--- config.mk ---
export PLATFORM = sky130hd
export DESIGN_NAME = pss_ctrl
export DESIGN_NICKNAME = d
export VERILOG_FILES = /design/src/pss_pkg.sv /design/src/pss_ctrl.sv
export SDC_FILE = /design/constraint.sdc
export NUM_CORES = 1
export LEC_CHECK = 0
export ABC_AREA = 1
export BUFFER_PORTS_ARGS = -buffer_cell sky130_fd_sc_hd__clkbuf_2
export CAP_MARGIN = 20
export CORE_MARGIN = 5
export CORE_UTILIZATION = 56
export DETAILED_ROUTE_END_ITERATION = 10
export PLACE_DENSITY_LB_ADDON = 0.3
export SETUP_SLACK_MARGIN = 0.1
export SLEW_MARGIN = 20
export SYNTH_ARGS = -nofsm -noshare
export SYNTH_HDL_FRONTEND = slang
export SYNTH_SLANG_ARGS = --single-unit
--- constraint.sdc ---
create_clock -name clk_sys_in -period 6.4 [get_ports clk_sys_in]
set_input_delay 0.96 -clock clk_sys_in [delete_from_list [all_inputs] [get_ports clk_sys_in]]
set_output_delay 0.96 -clock clk_sys_in [all_outputs]
set_load 0.01 [all_outputs]
--- src/pss_pkg.sv ---
package pss_pkg;

  // Register word offsets (byte addresses on the Wishbone bus).
  localparam logic [7:0] PSS_OFF_TMRSEL   = 8'h00;
  localparam logic [7:0] PSS_OFF_SHDN     = 8'h04;
  localparam logic [7:0] PSS_OFF_RSTDLY   = 8'h08;
  localparam logic [7:0] PSS_OFF_STEER    = 8'h0C;
  localparam logic [7:0] PSS_OFF_CHCTRL   = 8'h10;
  localparam logic [7:0] PSS_OFF_IRQ_STAT = 8'h14;
  localparam logic [7:0] PSS_OFF_IRQ_MASK = 8'h18;

  // Reset values.
  localparam logic [7:0] PSS_RST_TMRSEL = 8'h00;
  localparam logic [7:0] PSS_RST_SHDN   = 8'h00;
  localparam logic [7:0] PSS_RST_RSTDLY = 8'h00;
  localparam logic [7:0] PSS_RST_STEER  = 8'h01;
  localparam logic [7:0] PSS_RST_CHCTRL = 8'h00;

  // Field positions.
  localparam int PSS_SHDN_STATUS_BIT = 7;
  localparam int PSS_SHDN_SRC_LSB    = 4;
  localparam int PSS_SHDN_AC_LSB     = 2;
  localparam int PSS_SHDN_BD_LSB     = 0;
  localparam int PSS_RESTART_BIT     = 7;
  localparam int PSS_STEER_SYNC_BIT  = 4;
  localparam int PSS_CH_CFG_LSB      = 6;
  localparam int PSS_CH_MODE_LSB     = 0;

  // Steering implemented bit mask.
  localparam logic [7:0] PSS_STEER_MASK = 8'h1F;
  localparam logic [1:0] PSS_MODE_PWM   = 2'h3;
  localparam logic [1:0] PSS_CFG_SINGLE = 2'h0;
  localparam logic [1:0] PSS_CFG_FWD    = 2'h1;
  localparam logic [1:0] PSS_CFG_HALF   = 2'h2;

  // Time-base encodings.
  localparam logic [1:0] PSS_TB_T2 = 2'h0;
  localparam logic [1:0] PSS_TB_T4 = 2'h1;
  localparam logic [1:0] PSS_TB_T6 = 2'h2;

  // Instruction cycle = 4 system clocks (Fosc/4 with Fosc = clock).
  localparam int         PSS_INSTR_CLKS = 4;
  localparam logic [1:0] PSS_PHASE_LAST = 2'h3;

  // Interrupt status bits.
  localparam int PSS_IRQ_SHDN_SET = 0;
  localparam int PSS_IRQ_SHDN_CLR = 1;

  typedef enum logic [1:0] {
    PSS_RUN,
    PSS_SHUT
  } pss_state_e;

endpackage

--- src/pss_ctrl.sv ---
`timescale 1ns/10ps
// Notes on behaviour
// - Timer select: four 2-bit fields, channel 4 on top.
// - Field 00/01/10 picks timer 2/4/6; 11 reserved.
// - Status bit 7 set while outputs are shut down.
// - Source 000 off, 001 C1, 010 C2, 011 either.
// - Sources 1xx add fault pin low.
// - Shutdown A/C: 00 low, 01 high, 1x tri-state.
// - Shutdown B/D: 00 low, 01 high, 1x tri-state.
// - Synced comparator trips via timer 1 only.
// - Restart enabled: status self-clears when source goes.
// - Restart disabled: only software clear restarts PWM.
// - Delay active edge by programmed instruction cycles.
// - Steering updates at period start or instruction boundary.
// - Steer bit routes PWM with polarity, else port.
// - Steering only in PWM mode single-output configuration.
// - Steering top three bits read zero, ignore writes.
// - Output config selects single, forward, half, reverse.
// - Modes 11xx are PWM; low bits set polarity.
module pss_ctrl #(
  parameter int DELAY_W = 7
) (
  input  wire logic       clk_sys_in,
  input  wire logic       rst_in,
  input  wire logic [7:0] wb_adr_in,
  input  wire logic [31:0] wb_dat_in,
  output logic      [31:0] wb_dat_out,
  input  wire logic       wb_we_in,
  input  wire logic [3:0] wb_sel_in,
  input  wire logic       wb_cyc_in,
  input  wire logic       wb_stb_in,
  output logic            wb_ack_out,
  output logic            irq_out,
  input  wire logic [2:0] pwm_raw_in,
  input  wire logic [2:0] period_start_in,
  input  wire logic [2:0] dead_band_b_in,
  input  wire logic       cmp1_in,
  input  wire logic       cmp2_in,
  input  wire logic       cmp1_sync_in,
  input  wire logic       cmp2_sync_in,
  input  wire logic       comparator_sync_en1_in,
  input  wire logic       comparator_sync_en2_in,
  input  wire logic       fault_input_n_in,
  input  wire logic [3:0] port_data_in,
  output logic [1:0]      chan1_timebase_sel_out,
  output logic [1:0]      chan2_timebase_sel_out,
  output logic [1:0]      chan3_timebase_sel_out,
  output logic [1:0]      chan4_timebase_sel_out,
  output logic            pwm_out_a_out,
  output logic            pwm_out_b_out,
  output logic            pwm_out_c_out,
  output logic            pwm_out_d_out,
  output logic [3:0]      pwm_oe_out
);
  import pss_pkg::*;

  ////////////////////////////////////////////////////////////////////////////
  logic [7:0] tmrsel_reg;
  logic [7:0] shdn_cfg_reg;
  logic       shdn_status_reg;
  logic [7:0] rstdly_reg;
  logic [7:0] steer_reg;
  logic [4:0] steer_act_reg;
  logic [7:0] chctrl_reg;
  logic [1:0] irq_stat_reg;
  logic [1:0] irq_mask_reg;
  logic [1:0] phase_reg;
  logic [DELAY_W+1:0] dly_cnt_reg;
  logic       pwm_dly_reg;
  logic       pwm_prev_reg;
  logic [3:0] pin_val_reg;
  logic [3:0] pin_oe_reg;
  pss_state_e state_reg;

  logic       wr_en;
  logic       rd_en;
  logic       src_active;
  logic       sw_clr;
  logic       instr_edge;
  logic       pwm_sel;
  logic       period_sel;
  logic       dbb_sel;
  logic [1:0] cfg;
  logic [1:0] mode_hi;
  logic       pol_ac;
  logic       pol_bd;

  // Picks the channel 1 PWM, period-start or dead-band B bit from its time-base field.
  function automatic logic pick_tb(input logic [1:0] fld,
                                   input logic [2:0] vec);
    case (fld)
      PSS_TB_T2: pick_tb = vec[0];
      PSS_TB_T4: pick_tb = vec[1];
      PSS_TB_T6: pick_tb = vec[2];
      default:   pick_tb = 1'b0;
    endcase
  endfunction

  // Shutdown pin level from a 2-bit state field.
  function automatic logic [1:0] shdn_pin(input logic [1:0] fld);
    shdn_pin = fld[1] ? 2'b00 : {1'b1, fld[0]};
  endfunction

  ////////////////////////////////////////////////////////////////////////////
  // Wishbone classic slave, one wait state free: ack in the cycle after stb.
  assign wr_en = wb_cyc_in & wb_stb_in & wb_we_in & ~wb_ack_out & wb_sel_in[0];
  assign rd_en = wb_cyc_in & wb_stb_in & ~wb_we_in & ~wb_ack_out;

  always_ff @(posedge clk_sys_in or posedge rst_in) begin
    if (rst_in) begin
      wb_ack_out <= 1'b0;
    end else begin
      wb_ack_out <= wb_cyc_in & wb_stb_in & ~wb_ack_out;
    end
  end

  always_ff @(posedge clk_sys_in or posedge rst_in) begin
    if (rst_in) begin
      wb_dat_out <= 32'h0000_0000;
    end else if (rd_en) begin
      case (wb_adr_in)
        PSS_OFF_TMRSEL: wb_dat_out <= {24'h00_0000, tmrsel_reg};
        PSS_OFF_SHDN:   wb_dat_out <= {24'h00_0000, shdn_status_reg,
                                       shdn_cfg_reg[6:0]};
        PSS_OFF_RSTDLY: wb_dat_out <= {24'h00_0000, rstdly_reg};
        PSS_OFF_STEER:  wb_dat_out <= {24'h00_0000, steer_reg};
        PSS_OFF_CHCTRL: wb_dat_out <= {24'h00_0000, chctrl_reg};
        PSS_OFF_IRQ_STAT: wb_dat_out <= {30'h0000_0000, irq_stat_reg};
        PSS_OFF_IRQ_MASK: wb_dat_out <= {30'h0000_0000, irq_mask_reg};
        default:        wb_dat_out <= 32'h0000_0000;
      endcase
    end
  end

  always_ff @(posedge clk_sys_in or posedge rst_in) begin
    if (rst_in) begin
      tmrsel_reg   <= PSS_RST_TMRSEL;
      shdn_cfg_reg <= PSS_RST_SHDN;
      rstdly_reg   <= PSS_RST_RSTDLY;
      steer_reg    <= PSS_RST_STEER;
      chctrl_reg   <= PSS_RST_CHCTRL;
      irq_mask_reg <= 2'h0;
    end else if (wr_en) begin
      case (wb_adr_in)
        PSS_OFF_TMRSEL: tmrsel_reg   <= wb_dat_in[7:0];
        PSS_OFF_SHDN:   shdn_cfg_reg <= wb_dat_in[7:0];
        PSS_OFF_RSTDLY: rstdly_reg   <= wb_dat_in[7:0];
        PSS_OFF_STEER:  steer_reg <= wb_dat_in[7:0] & PSS_STEER_MASK;
        PSS_OFF_CHCTRL: chctrl_reg   <= wb_dat_in[7:0];
        PSS_OFF_IRQ_MASK: irq_mask_reg <= wb_dat_in[1:0];
        default: ;
      endcase
    end
  end

  assign chan1_timebase_sel_out = tmrsel_reg[1:0];
  assign chan2_timebase_sel_out = tmrsel_reg[3:2];
  assign chan3_timebase_sel_out = tmrsel_reg[5:4];
  assign chan4_timebase_sel_out = tmrsel_reg[7:6];

  ////////////////////////////////////////////////////////////////////////////
  // Instruction-cycle phase; one instruction cycle is four clocks.
  always_ff @(posedge clk_sys_in or posedge rst_in) begin
    if (rst_in) begin
      phase_reg <= 2'h0;
    end else begin
      phase_reg <= phase_reg + 2'h1;
    end
  end
  assign instr_edge = (phase_reg == PSS_PHASE_LAST);

  ////////////////////////////////////////////////////////////////////////////
  // Shutdown source decode. Synced comparators use the timer-1 copy.
  always_comb begin
    logic c1;
    logic c2;
    c1 = comparator_sync_en1_in ? cmp1_sync_in : cmp1_in;
    c2 = comparator_sync_en2_in ? cmp2_sync_in : cmp2_in;
    case (shdn_cfg_reg[6:4])
      3'h0: src_active = 1'b0;
      3'h1: src_active = c1;
      3'h2: src_active = c2;
      3'h3: src_active = c1 | c2;
      3'h4: src_active = ~fault_input_n_in;
      3'h5: src_active = ~fault_input_n_in | c1;
      3'h6: src_active = ~fault_input_n_in | c2;
      default: src_active = ~fault_input_n_in | c1 | c2;
    endcase
  end

  assign sw_clr = wr_en && wb_adr_in == PSS_OFF_SHDN
                  && !wb_dat_in[PSS_SHDN_STATUS_BIT];

  // A live source wins over a software clear so no trip is lost.
  always_ff @(posedge clk_sys_in or posedge rst_in) begin
    if (rst_in) begin
      shdn_status_reg <= 1'b0;
      state_reg       <= PSS_RUN;
    end else begin
      case (state_reg)
        PSS_RUN: begin
          if (src_active) begin
            shdn_status_reg <= 1'b1;
            state_reg       <= PSS_SHUT;
          end
        end
        PSS_SHUT: begin
          if (!src_active && rstdly_reg[PSS_RESTART_BIT]) begin
            shdn_status_reg <= 1'b0;
            state_reg       <= PSS_RUN;
          end else if (!src_active && sw_clr) begin
            shdn_status_reg <= 1'b0;
            state_reg       <= PSS_RUN;
          end
        end
        default: state_reg <= PSS_RUN;
      endcase
    end
  end

  // Sticky events: shutdown entered and left; write one to clear.
  always_ff @(posedge clk_sys_in or posedge rst_in) begin
    if (rst_in) begin
      irq_stat_reg <= 2'h0;
    end else begin
      logic [1:0] clr;
      logic [1:0] set;
      clr = (wr_en && wb_adr_in == PSS_OFF_IRQ_STAT) ? wb_dat_in[1:0] : 2'h0;
      set = {state_reg == PSS_SHUT && !src_active &&
             (rstdly_reg[PSS_RESTART_BIT] || sw_clr),
             state_reg == PSS_RUN && src_active};
      irq_stat_reg <= (irq_stat_reg & ~clr) | set;
    end
  end
  assign irq_out = |(irq_stat_reg & irq_mask_reg);

  ////////////////////////////////////////////////////////////////////////////
  // Channel 1 PWM selection and active-edge delay.
  assign pwm_sel    = pick_tb(tmrsel_reg[1:0], pwm_raw_in);
  assign period_sel = pick_tb(tmrsel_reg[1:0], period_start_in);
  assign dbb_sel    = pick_tb(tmrsel_reg[1:0], dead_band_b_in);

  // The rising edge waits delay x 4 clocks; falling edges pass at once.
  always_ff @(posedge clk_sys_in or posedge rst_in) begin
    if (rst_in) begin
      pwm_prev_reg <= 1'b0;
      pwm_dly_reg  <= 1'b0;
      dly_cnt_reg  <= '0;
    end else begin
      pwm_prev_reg <= pwm_sel;
      if (!pwm_sel) begin
        pwm_dly_reg <= 1'b0;
        dly_cnt_reg <= '0;
      end else if (!pwm_prev_reg) begin
        dly_cnt_reg <= (DELAY_W+2)'(rstdly_reg[DELAY_W-1:0]) << 2;
        pwm_dly_reg <= (rstdly_reg[DELAY_W-1:0] == '0);
      end else if (dly_cnt_reg > (DELAY_W+2)'(1)) begin
        dly_cnt_reg <= dly_cnt_reg - (DELAY_W+2)'(1);
      end else begin
        dly_cnt_reg <= '0;
        pwm_dly_reg <= 1'b1;
      end
    end
  end

  ////////////////////////////////////////////////////////////////////////////
  // Steering enables latch at period start or instruction boundary.
  always_ff @(posedge clk_sys_in or posedge rst_in) begin
    if (rst_in) begin
      steer_act_reg <= PSS_RST_STEER[4:0];
    end else if (steer_reg[PSS_STEER_SYNC_BIT] ? period_sel : instr_edge) begin
      steer_act_reg <= steer_reg[4:0];
    end
  end

  assign cfg     = chctrl_reg[PSS_CH_CFG_LSB +: 2];
  assign mode_hi = chctrl_reg[PSS_CH_MODE_LSB+2 +: 2];
  // Mode bit 1 sets the A/C active level and bit 0 the B/D level.
  // A one means active-low.
  assign pol_ac  = chctrl_reg[PSS_CH_MODE_LSB+1];
  assign pol_bd  = chctrl_reg[PSS_CH_MODE_LSB];

  // Pin drive, registered. Order of bits: d c b a.
  always_ff @(posedge clk_sys_in or posedge rst_in) begin
    if (rst_in) begin
      pin_val_reg <= 4'h0;
      pin_oe_reg  <= 4'h0;
    end else begin
      logic [3:0] act;
      logic [3:0] en;
      logic [1:0] sac;
      logic [1:0] sbd;
      act = 4'h0;
      en  = 4'h0;
      sac = shdn_pin(shdn_cfg_reg[PSS_SHDN_AC_LSB +: 2]);
      sbd = shdn_pin(shdn_cfg_reg[PSS_SHDN_BD_LSB +: 2]);
      if (mode_hi == PSS_MODE_PWM) begin
        case (cfg)
          PSS_CFG_SINGLE: begin
            en  = steer_act_reg[3:0];
            act = {4{pwm_dly_reg}};
          end
          PSS_CFG_FWD: begin
            en  = 4'hF;
            act = {pwm_dly_reg, 2'b00, 1'b1};
          end
          PSS_CFG_HALF: begin
            en  = 4'h3;
            act = {2'b00, dbb_sel, pwm_dly_reg};
          end
          default: begin
            en  = 4'hF;
            act = {1'b0, 1'b1, pwm_dly_reg, 1'b0};
          end
        endcase
      end
      if (state_reg == PSS_SHUT) begin
        pin_val_reg <= {sbd[0], sac[0], sbd[0], sac[0]};
        pin_oe_reg  <= {sbd[1], sac[1], sbd[1], sac[1]};
      end else begin
        pin_oe_reg  <= 4'hF;
        for (int i = 0; i < 4; i++) begin
          if (en[i]) begin
            pin_val_reg[i] <= act[i] ^ (i[0] ? pol_bd : pol_ac);
          end else begin
            pin_val_reg[i] <= port_data_in[i];
          end
        end
      end
    end
  end

  assign pwm_out_a_out = pin_val_reg[0];
  assign pwm_out_b_out = pin_val_reg[1];
  assign pwm_out_c_out = pin_val_reg[2];
  assign pwm_out_d_out = pin_val_reg[3];
  assign pwm_oe_out    = pin_oe_reg;

  ////////////////////////////////////////////////////////////////////////////
  a_shdn_set_pins: assert property (@(posedge clk_sys_in) disable iff (rst_in)
    state_reg == PSS_RUN && src_active |=> shdn_status_reg ##1
    (pwm_oe_out[0] == !shdn_cfg_reg[3]))
    else $error("shutdown did not take the pins");
  a_status_state: assert property (@(posedge clk_sys_in) disable iff (rst_in)
    shdn_status_reg == (state_reg == PSS_SHUT))
    else $error("status bit disagrees with state");
  a_auto_restart: assert property (@(posedge clk_sys_in) disable iff (rst_in)
    shdn_status_reg && !src_active && rstdly_reg[7]
    |=> !shdn_status_reg)
    else $error("auto restart missing");
  a_hold_shutdown: assert property (@(posedge clk_sys_in) disable iff (rst_in)
    shdn_status_reg && !rstdly_reg[7] && !sw_clr |=> shdn_status_reg)
    else $error("shutdown left without software clear");
  a_src_off: assert property (@(posedge clk_sys_in) disable iff (rst_in)
    shdn_cfg_reg[6:4] == 3'h0 |-> !src_active)
    else $error("disabled source trips");
  a_fault_trip: assert property (@(posedge clk_sys_in) disable iff (rst_in)
    shdn_cfg_reg[6] && !fault_input_n_in |-> src_active)
    else $error("fault pin ignored");
  a_steer_hi_zero: assert property (@(posedge clk_sys_in) disable iff (rst_in)
    $past(rd_en) && $past(wb_adr_in) == PSS_OFF_STEER
    |-> wb_dat_out[7:5] == 3'h0)
    else $error("steering top bits set");
  a_tristate_ac: assert property (@(posedge clk_sys_in) disable iff (rst_in)
    $past(state_reg) == PSS_SHUT && $past(shdn_cfg_reg[3])
    |-> !pwm_oe_out[0] && !pwm_oe_out[2])
    else $error("A/C not tri-stated");
  a_tristate_bd: assert property (@(posedge clk_sys_in) disable iff (rst_in)
    $past(state_reg) == PSS_SHUT && $past(shdn_cfg_reg[1])
    |-> !pwm_oe_out[1] && !pwm_oe_out[3])
    else $error("B/D not tri-stated");
  a_delay_edge: assert property (@(posedge clk_sys_in) disable iff (rst_in)
    $rose(pwm_sel) && rstdly_reg[6:0] == 7'h01 |-> !pwm_dly_reg [*4])
    else $error("active edge came early");
endmodule

Word-level counts from Yosys, hierarchy flattened
Cells that the tools add are included.
{ "op_classes": {"addsub": 2, "order_cmp": 1, "n_eq_ne": 22, "muxes": 35, "bitwise": 22, "n_reduce_logical": 27} }
{ "ops": {"columns": ["operator", "n"], "rows": [
  ["8-bit one-hot mux with 7 select lines", 1],
  ["9-bit 2-to-1 mux", 3],
  ["8-bit by 5-bit == test with 1-bit output (second input constant)", 3],
  ["8-bit by 4-bit == test with 1-bit output (second input constant)", 2],
  ["4-bit 2-to-1 mux", 4],
  ["2-bit AND reduction", 7],
  ["1-bit 2-to-1 mux", 13],
  ["2-bit 2-to-1 mux", 6],
  ["4-bit one-hot mux with 3 select lines", 1],
  ["3-bit == test (second input constant)", 3],
  ["9-bit by 1-bit > comparator with 1-bit output (second input constant)", 1],
  ["1-bit one-hot mux with 3 select lines", 3],
  ["9-bit by 1-bit subtractor with 9-bit output (second input constant)", 1],
  ["2-bit == test (second input constant)", 4],
  ["8-bit by 3-bit == test with 1-bit output (second input constant)", 1],
  ["1-bit logical AND", 8],
  ["8-bit logical NOT", 1],
  ["4-bit one-hot mux with 2 select lines", 1],
  ["1-bit AND", 7],
  ["7-bit logical NOT", 1],
  ["1-bit one-hot mux with 7 select lines", 1],
  ["2-bit by 1-bit == test with 1-bit output (second input constant)", 3],
  ["3-bit by 2-bit == test with 1-bit output (second input constant)", 2],
  ["2-bit logical NOT", 3],
  ["other kinds (18)", 29]
]} }
{ "totals": {"reg_bits": 101, "inputBits": 69, "elab_cells": 127} }

Depth between registers and ports, before layout
Gate-level depths: netlist of run 1.
{ "depth": {"word_depth": 10, "mapped_depth": 10, "ltp_nobuf": 10} }

Worst setup path before layout of run 1
Ideal clock, no wire load.
{ "synth_path": {"path_type": "input port to flip-flop", "start": "in wb_adr_in[1]", "end": "reg tmrsel_reg[0]", "setup_ns": 0.124, "t_arrival_ns": 1.783, "t_required_ns": 6.276, "slack_ns": 4.493, "stages": 7, "path_buffers": 1, "path_cell_list": "nor2_4 -> nand3_4 -> nor2_4 -> nand2_4 -> buf_6 -> nand2_1 -> o21ai_2"} }
{ "synth_via": {"elab_chain_len": 2} }
{ "synth_rtl": {"columns": ["item", "line_no", "rtl"], "rows": [
  ["start, declared", "pss_ctrl.sv:25", "input wire logic [7:0] wb_adr_in,"],
  ["8-bit logical NOT", "pss_ctrl.sv:144", "case (wb_adr_in)"],
  ["2-bit AND reduction (no source line)", null, null],
  ["end signal, assigned", "pss_ctrl.sv:145", "PSS_OFF_TMRSEL: tmrsel_reg <= wb_dat_in[7:0];"],
  ["end, declared", "pss_ctrl.sv:58", "logic [7:0] tmrsel_reg;"]
]} }
No other way between the ends.
A chain may end at the register's enable or synchronous reset.

Worst setup path after layout of run 1
{ "layout_path": {"start": "reg irq_stat_reg[0]", "end": "out irq_out"} }
{ "layout_via": {"elab_chain_len": 2} }
{ "layout_rtl": {"columns": ["item", "line_no", "rtl"], "rows": [
  ["start, declared", "pss_ctrl.sv:65", "logic [1:0] irq_stat_reg;"],
  ["start signal, assigned", "pss_ctrl.sv:232", "irq_stat_reg <= (irq_stat_reg & ~clr) | set;"],
  ["2-bit AND", "pss_ctrl.sv:235", "assign irq_out = |(irq_stat_reg & irq_mask_reg);"],
  ["2-bit OR reduction", "pss_ctrl.sv:235", null],
  ["end, declared", "pss_ctrl.sv:33", "output logic irq_out,"]
]} }
No other way between the ends.

==> summary.md, run 1 <==
| Metric | Value |
|---|---|
| Die footprint | 8826 µm² |
| Die Y | 93.95 µm |
| CP max stage cell | dfrtp_1 |
| Rows | 30 |
| Distinct cells, synth | 38 |
| Routed Antenna Nets | 0 |
| Max-Cap Viols | 0 |
| Ys flop type | dfrtp_1 |
| Clock tree buffer depth | 2 |
| ANT cells | 0 |
| Largest net degree at the start of global routing | 74 |
| Cell Pwr Density | 216.6 nW/µm² |
| Layout cells sized above 1 | 0.2481 |
| Critical path buffer and inverter count | 1 |
| # hold bufs at CTS | 0 |
| R2R cell count | 6 |
| Max VDD drop | 0.1397 mV |
| Post-detail-place hpwl | 6835 µm |
| Design Power | 0.0009513 W |
| Crit path from | irq_stat_reg[0]$_DFF_PP0_ |
| Min-delay src | phase_reg[0]$_DFF_PP0_ |
| Seq/Total Area, Yosys | 0.4635 |
| Clock slew seen by the registers of the worst setup and hold paths | 0.07 ns |
| Die Wd | 93.95 µm |
| Cells on Worst Hold Path | 1 |
| Final cell count without fillers | 632 |
| Final Slew Violations | 0 |
| Wire length per cell | 13.93 µm |
| Global route total overflow | 0 |
| Levels on crit path | 2 |
| Resize count post-CTS | 0 |
| Vias in the first global route | 3247 |
| Run status | complete, no violations |
| Post-CTS Setup Bufs | 0 |
| Area share of the largest cell type after synthesis | 0.4502 |
| Cell count after synthesis | 462 |
| Cell breakdown of the critical path | a22o_1 > clkbuf_2 |
| Placed Cells | 616 |
| Vias/cell | 5.119 |
| Number of antenna violations at the first check in global routing | 0 |
| CTS HTree Levels | 3 |
| Worst setup EP type | output pin |
| GRT Util Overall | 0.2220 |
| Final Hold Fails | 0 |
| TritonCTS clock tree | yes |
| Core area | 6832 µm² |
| Peak Freq | 473.1 MHz |
| Slew @ Worst Pin | 0.8951 ns |
| Setup_tns | 0 ns |
| CTS sink count | 73 |
| Critical path data arrival time | 1.15 ns |
| Mapped Area | 3946 µm² |
| Synth warnings | 0 |
| Syn_area_per_cell | 8.542 µm² |
| Startpoint Class | register |
| Filler instances | 608 |
| Number of synthesized register bits | 73 |
| Final worst-path cycle share | 0.3303 |
| RSZ-0062 raised after global routing | false |
| Crit path largest cell delay | 0.40 ns |
| Skew final | 0.005911 ns |
| HP Class | reg2reg |
| Largest area contributor in the netlist | dfrtp_1 |
| Layout area overhead | 11.32% |
| Root Driver | clkbuf_8 |
| Final WL | 8806 µm |
| Pre-antenna DRT Iters | 4 |
| Final GP Congestion | 0.8887 |
| Fin Hold WS | 0.4229 ns |
| Top delay family on crit path | flip-flops |
| Max reg flops | 9 |
| Final Setup Violations | 0 |
| P_leak | 2.383 nW |
| CTS buffer count | 9 |
| Number of synthesized flops with an enable pin | 0 |
| Area contributors post-synth | dfrtp_1 45%, nand2_1 13%, buf_4 5.1% |
| Count of input and output buffers | 67 |
| I/O pin count | 119 |
| Crit Path Max Fanout | 3 |
| Share of flip-flops with an asynchronous set or reset | 1.000 |
| RR Startpoint | tmrsel_reg[1]$_DFFE_PP0P_ |
| Worst EP required | 5.44 ns |
| Critical path type | reg2out |
| Fin crit period | 2.114 ns |
| First-pass GRT wire length | 15160 µm |
| Fin nets | 603 |
| Most common cell after layout, fill and taps aside | nand2_1 |
| Number of remaining DRC errors | 0 |
| Clk Latency, worst-skew pair | 0.35 ns |
| Initial Util | 0.5777 |
| DR vias | 3235 |
| Most frequent cells in the layout | 133 x nand2_1, 71 x dfrtp_1, 67 x clkbuf_2 |
| Initial DRC count | 157 |
| Core Util, Final | 0.6430 |
| Relative slew slack | 0.4033 |
[stage by stage]
stage / area (µm²) / setup slack (ns)
after floorplan: 4033 / 3.590
after global placement: 4238 / 4.126
after detailed placement: 4238 / 4.148
after CTS: 4393 / 4.279
after global routing: 4393 / 4.245
final: 4393 / 4.286
[metal layers]
layer	part of all wire	track usage	vias to the layer above	wire length, µm
met3	0.050	0.03926	13	442
met1	0.42	0.2786	1545	3710
li1	-	-	1594	-
met4	0.019	0.1035	0	168
met2	0.51	0.3714	83	4484
met5	0	0	-	0
[cell type report]
class | instances | area [µm²] | area share
Sequential cell | 73 | 1829 | 0.4164
Clock inverter | 4 | 20.02 | 0.004557
Inverter | 46 | 172.7 | 0.03931
Multi-Input combinational cell | 333 | 1773 | 0.4036
Clock buffer | 12 | 135.1 | 0.03076
Timing Repair Buffer | 68 | 342.8 | 0.07804
Tap cell | 96 | 120.1 | 0.02734
[worst paths after layout]
kind	slack [ns]	endpoint
worst max-delay path	4.29	irq_out
worst min-delay path	0.42	phase_reg[0]$_DFF_PP0_
worst max register to register	4.72	pwm_dly_reg$_DFFE_PP0P_
worst min register to register	0.42	phase_reg[0]$_DFF_PP0_
max in group asynchronous	4.96	chctrl_reg[3]$_DFFE_PP0P_
min in group asynchronous	0.86	wb_dat_out[6]$_DFFE_PP0P_
[power breakdown]
part	internal [W]	leakage (nW)	switching, W	total [W]
logic	0.0000561	1.32	0.0000993	0.000155
clock network	0.000138	0.0839	0.000162	0.000300
registers	0.000479	0.981	0.0000165	0.000496
total	0.000674	2.38	0.000277	0.000951
[cells in the mapped netlist, types with 4 or more instances]
cell type,count
dfrtp_1,71
inv_1,43
o21ai_1,16
o21ai_0,24
nor2_4,5
nor3_1,5
nand2_4,4
o21ai_2,23
buf_6,4
nand3_1,37
a21oi_1,6
buf_4,27
nor2_1,21
nand2_1,133
[cells by family (layout without fill, tap and decap cells)]
kind of cell,Yosys count,after routing,share of synthesized area
and+or+nand+nor,220,220,0.2679
buffers and inverters,79,130,0.1091
AOI/OAI and AO/OA,77,77,0.1271
DFF,73,73,0.4635
xor gates and xnor gates,6,6,0.01332
adders and majority gates,3,3,0.009513
muxes,3,3,0.008560
other,1,24,0.0009503
(Power assumes the default switching activity.)
==> inputs of run 2 (changes only) <==
--- a/config.mk
+++ b/config.mk
@@ -5,11 +5,11 @@
 export SDC_FILE = /design/constraint.sdc
 export NUM_CORES = 1
 export LEC_CHECK = 0
-export ABC_AREA = 1
+export ABC_AREA = 0
 export BUFFER_PORTS_ARGS = -buffer_cell sky130_fd_sc_hd__clkbuf_2
 export CAP_MARGIN = 20
 export CORE_MARGIN = 5
-export CORE_UTILIZATION = 56
+export CORE_UTILIZATION = 51
 export DETAILED_ROUTE_END_ITERATION = 10
 export PLACE_DENSITY_LB_ADDON = 0.3
 export SETUP_SLACK_MARGIN = 0.1
==> constraint.sdc (replaced) <==
create_clock -name clk_sys_in -period 2.03 [get_ports clk_sys_in]
set_input_delay 0.3045 -clock clk_sys_in [delete_from_list [all_inputs] [get_ports clk_sys_in]]
set_output_delay 0.3045 -clock clk_sys_in [all_outputs]
set_load 0.01 [all_outputs]
==> run 2 against run 1 <==
  * Die area grew 5.7%
  * Wire length grew 1.6%
  * Global-route usage shrank 1.6 points
  * Core utilization shrank 2.4 points
  * Cell area grew 2.8%
  * Highest routed layer unchanged
==> summary.md, run 2 <==
| Metric | Value |
|---|---|
| Run status | complete, no violations (unchanged) |
| Pre-antenna DRT Iters | 5 (was 4) |
| Area contributors post-synth | dfrtp_1 46%, mux2_2 14%, buf_4 5.3% (was dfrtp_1 45%, nand2_1 13%, buf_4 5.1%) |
| Number of synthesized flops with an enable pin | 0 (unchanged) |
| Top cells by count, synth | 71 x dfrtp_1, 48 x mux2_2, 27 x buf_4 (was 133 x nand2_1, 71 x dfrtp_1, 43 x inv_1) |
| Clock tree buffer depth | 2 (unchanged) |
| Count of input and output buffers | 67 (unchanged) |
| Levels on crit path | 5 (was 2) |
| First-pass GRT wire length | 14350 µm (was 15160 µm) |
| Initial Util | 0.5244 (was 0.5777) |
| Most congested layer reported by global routing | met2 (unchanged) |
| Final cell count without fillers | 518 (was 632) |
| Clk Latency, worst-skew pair | 0.34 ns (was 0.35 ns) |
| R2R cell count | 5 (was 6) |
| WHS Endpoint | pwm_prev_reg$_DFF_PP0_ (was phase_reg[0]$_DFF_PP0_) |
| R2r setup slk | 0.19 ns (was 4.72 ns) |
| Die Y | 96.59 µm (was 93.95 µm) |
| CP max stage cell | dfrtp_1 (unchanged) |
| Final worst-path cycle share | 0.9042 |
| Layout cells sized above 1 | 0.3866 (was 0.2481) |
| Setup_tns | 0 ns (unchanged) |
| RR Startpoint | wb_ack_out$_DFF_PP0_ (was tmrsel_reg[1]$_DFFE_PP0P_) |
| Sw power | 0.0009491 W (was 0.0002774 W) |
| Root Driver | clkbuf_8 (unchanged) |
| Pint | 0.002529 W (was 0.0006739 W) |
| Routed Antenna Nets | 0 (unchanged) |
| Min-delay src | pwm_raw_in[1] (was phase_reg[0]$_DFF_PP0_) |
| Synth warnings | 0 (unchanged) |
| Number of remaining DRC errors | 0 (unchanged) |
| CTS sink count | 73 (unchanged) |
| Cell Pwr Density | 770.2 nW/µm² (was 216.6 nW/µm²) |
| Initial DRC count | 169 (was 157) |
| Layout area overhead | 18.10% (was 11.32%) |
| Critical path buffer and inverter count | 1 (unchanged) |
| Final Hold Fails | 0 (unchanged) |
| Sw frac | 0.2729 (was 0.2916) |
| Largest area contributor in the netlist | dfrtp_1 (unchanged) |
| Distinct cells, synth | 59 (was 38) |
| Vias/cell | 5.529 (was 5.119) |
| Area share of the largest cell type after synthesis | 0.4647 (was 0.4502) |
| GR Util met3 | 0.03796 (was 0.03926) |
| Critical path data arrival time | 2.06 ns (was 1.15 ns) |
| Max reg flops | 9 (unchanged) |
| I/O pin count | 119 (unchanged) |
| Final GP Congestion | 0.7841 (was 0.8887) |
| TritonCTS clock tree | yes (unchanged) |
| GR Layer Usage met2 | 0.3483 (was 0.3714) |
| CTS HTree Levels | 3 (unchanged) |
| Max-Cap Viols | 0 (unchanged) |
| GR Layer Usage met1 | 0.2565 (was 0.2786) |
| ANT cells | 0 (unchanged) |
| Largest net degree at the start of global routing | 25 (was 74) |
| Slew @ Worst Pin | 0.5365 ns (was 0.8951 ns) |
| Crit Path Max Fanout | 3 (unchanged) |
| Mapped Area | 3824 µm² (was 3946 µm²) |
| Relative slew slack | 0.6367 (was 0.4033) |
| RSZ-0062 raised after global routing | false (unchanged) |
| Worst setup EP type | register (was output pin) |
| Ys flop type | dfrtp_1 (unchanged) |
| Worst EP required | 2.26 ns (was 5.44 ns) |
| Max VDD drop | 0.5288 mV (was 0.1397 mV) |
| Peak Freq | 544.8 MHz |
| Number of antenna violations at the first check in global routing | 0 (unchanged) |
| Final Slew Violations | 0 (unchanged) |
| Die footprint | 9329 µm² (was 8826 µm²) |
| CTS buffer count | 9 (unchanged) |
| Syn_area_per_cell | 11.55 µm² (was 8.542 µm²) |
| Clock slew seen by the registers of the worst setup and hold paths | 0.08 ns (was 0.07 ns) |
| Rows | 31 (was 30) |
| Wire length per cell | 17.28 µm (was 13.93 µm) |
| Cells on Worst Hold Path | 3 (was 1) |
| Final Setup Violations | 0 (unchanged) |
| GRT Util Overall | 0.2059 (was 0.2220) |
| Clock network power share | 0.358 (was 0.315) |
| Fin crit period | 1.836 ns |
| Core Util, Final | 0.6193 (was 0.6430) |
| HP Class | in2reg (was reg2reg) |
| Crit path largest cell delay | 0.39 ns (was 0.40 ns) |
| Fin nets | 486 (was 603) |
| Most common cell after layout, fill and taps aside | dfrtp_1 (was nand2_1) |
| Fin Hold WS | 0.2289 ns (was 0.4229 ns) |
| Cell count after synthesis | 331 (was 462) |
| Global route total overflow | 0 (unchanged) |
| Core area | 7292 µm² (was 6832 µm²) |
| Final WL | 8951 µm (was 8806 µm) |
| Logic pwr share | 0.184 (was 0.163) |
| Filler instances | 652 (was 608) |
| Post-detail-place hpwl | 6914 µm (was 6835 µm) |
| Top-count cell post-synth | dfrtp_1 (was nand2_1) |
| Critical path type | reg2reg (was reg2out) |
| Critical R2R Capture | irq_mask_reg[1]$_DFFE_PP0P_ (was pwm_dly_reg$_DFFE_PP0P_) |
| DR vias | 2864 (was 3235) |
| Die Wd | 96.59 µm (was 93.95 µm) |
| Placed Cells | 501 (was 616) |
| Reg power frac | 0.458 (was 0.521) |
| Most frequent cells in the layout | 70 x dfrtp_1, 67 x clkbuf_2, 48 x mux2_2 (was 133 x nand2_1, 71 x dfrtp_1, 67 x clkbuf_2) |
| Seq/Total Area, Yosys | 0.4784 (was 0.4635) |
| Startpoint Class | register (unchanged) |
| Number of synthesized register bits | 73 (unchanged) |
| Vias in the first global route | 2918 (was 3247) |
| P_leak | 2.256 nW (was 2.383 nW) |
| Top delay family on crit path | simple AND/OR/NAND/NOR gates (was flip-flops) |
| Share of flip-flops with an asynchronous set or reset | 1.000 (unchanged) |
| Skew final | 0.01137 ns (was 0.005911 ns) |
| Cell breakdown of the critical path | nand3b_1 > nor3_1 > buf_4 > and4_1 > mux2_2 (was a22o_1 > clkbuf_2) |
==> run 2: area by class of cell <==
cell class	instances	area (µm²)	area share
Sequential cell	73	1831	0.4054
Timing Repair Buffer	88	508.0	0.1125
Multi-Input combinational cell	229	1780	0.3943
Tap cell	99	123.9	0.02743
Inverter	13	52.55	0.01164
Clock buffer	11	141.4	0.03131
Clock inverter	5	78.83	0.01746
==> run 2: how the worst max path moves through the flow <==
stage | slack (ns) | start | endpoint
floorplan | 0.30 | wb_adr_in[5] | chctrl_reg[0]$_DFFE_PP0P_
global placement | 0.1 | wb_adr_in[5] | irq_mask_reg[1]$_DFFE_PP0P_
detailed placement | 0.08 | wb_adr_in[5] | irq_mask_reg[0]$_DFFE_PP0P_
CTS | 0.14 | chctrl_reg[7]$_DFFE_PP0P_ | pin_val_reg[1]$_DFF_PP0_
global route | 0.12 | wb_ack_out$_DFF_PP0_ | chctrl_reg[5]$_DFFE_PP0P_
finish | 0.19 | wb_ack_out$_DFF_PP0_ | irq_mask_reg[1]$_DFFE_PP0P_
==> run 2: worst register-to-register path: cells and delay by family (launching register included) <==
kind	cells	cell delay (ns)
AND/OR/NAND/NOR	3	0.82
flip-flops	1	0.39
multiplexers	1	0.34
buffers and inverters	1	0.19
==> run 2: stage by stage <==
stage | power (W) | cell area (µm²) | worst slack (ns)
finish | 0.003478 | 4516 | 0.1944
global route | 0.003658 | 4516 | 0.1206
CTS | 0.003512 | 4513 | 0.1422
detailed placement | 0.002258 | 4283 | 0.08398
global placement | 0.002236 | 4283 | 0.09855
floorplan | 0.002077 | 3914 | 0.3041
==> run 2: what timing repair did <==
item                                    in CTS  in global routing
endpoints found under the setup margin       0                  4
setup buffers                                0                  0
hold buffers                                 1                  0
hold endpoints to repair                     4                  0
gates resized for setup                      0                  3
==> run 2: power by group through the flow <==
stage | sequential (W) | clock [W] | combinational, W
global placement | 0.00162 | 0 | 0.000618
CTS | 0.00159 | 0.00127 | 0.000645
finish | 0.00159 | 0.00124 | 0.000640
floorplan | 0.00160 | 0 | 0.000473
global route | 0.00160 | 0.00134 | 0.000713
detailed placement | 0.00162 | 0 | 0.000636
==> run 2: routing by layer <==
layer,wire length (µm),vias up
met5,0,-
met2,4609,87
met4,211,0
met3,506,15
met1,3624,1427
li1,-,1335
==> run 2: logic make-up (layout without fill, tap and decap cells) <==
logic type | Yosys count | count (layout) | share of synthesized area
and+or+nand+nor | 76 | 76 | 0.1194
DFF | 73 | 73 | 0.4784
AOI/OAI and AO/OA | 61 | 61 | 0.1260
muxes | 57 | 57 | 0.1682
buffers and inverters | 52 | 117 | 0.07886
xor gates and xnor gates | 8 | 8 | 0.01833
adders and majority gates | 3 | 3 | 0.009818
other | 1 | 24 | 0.0009807
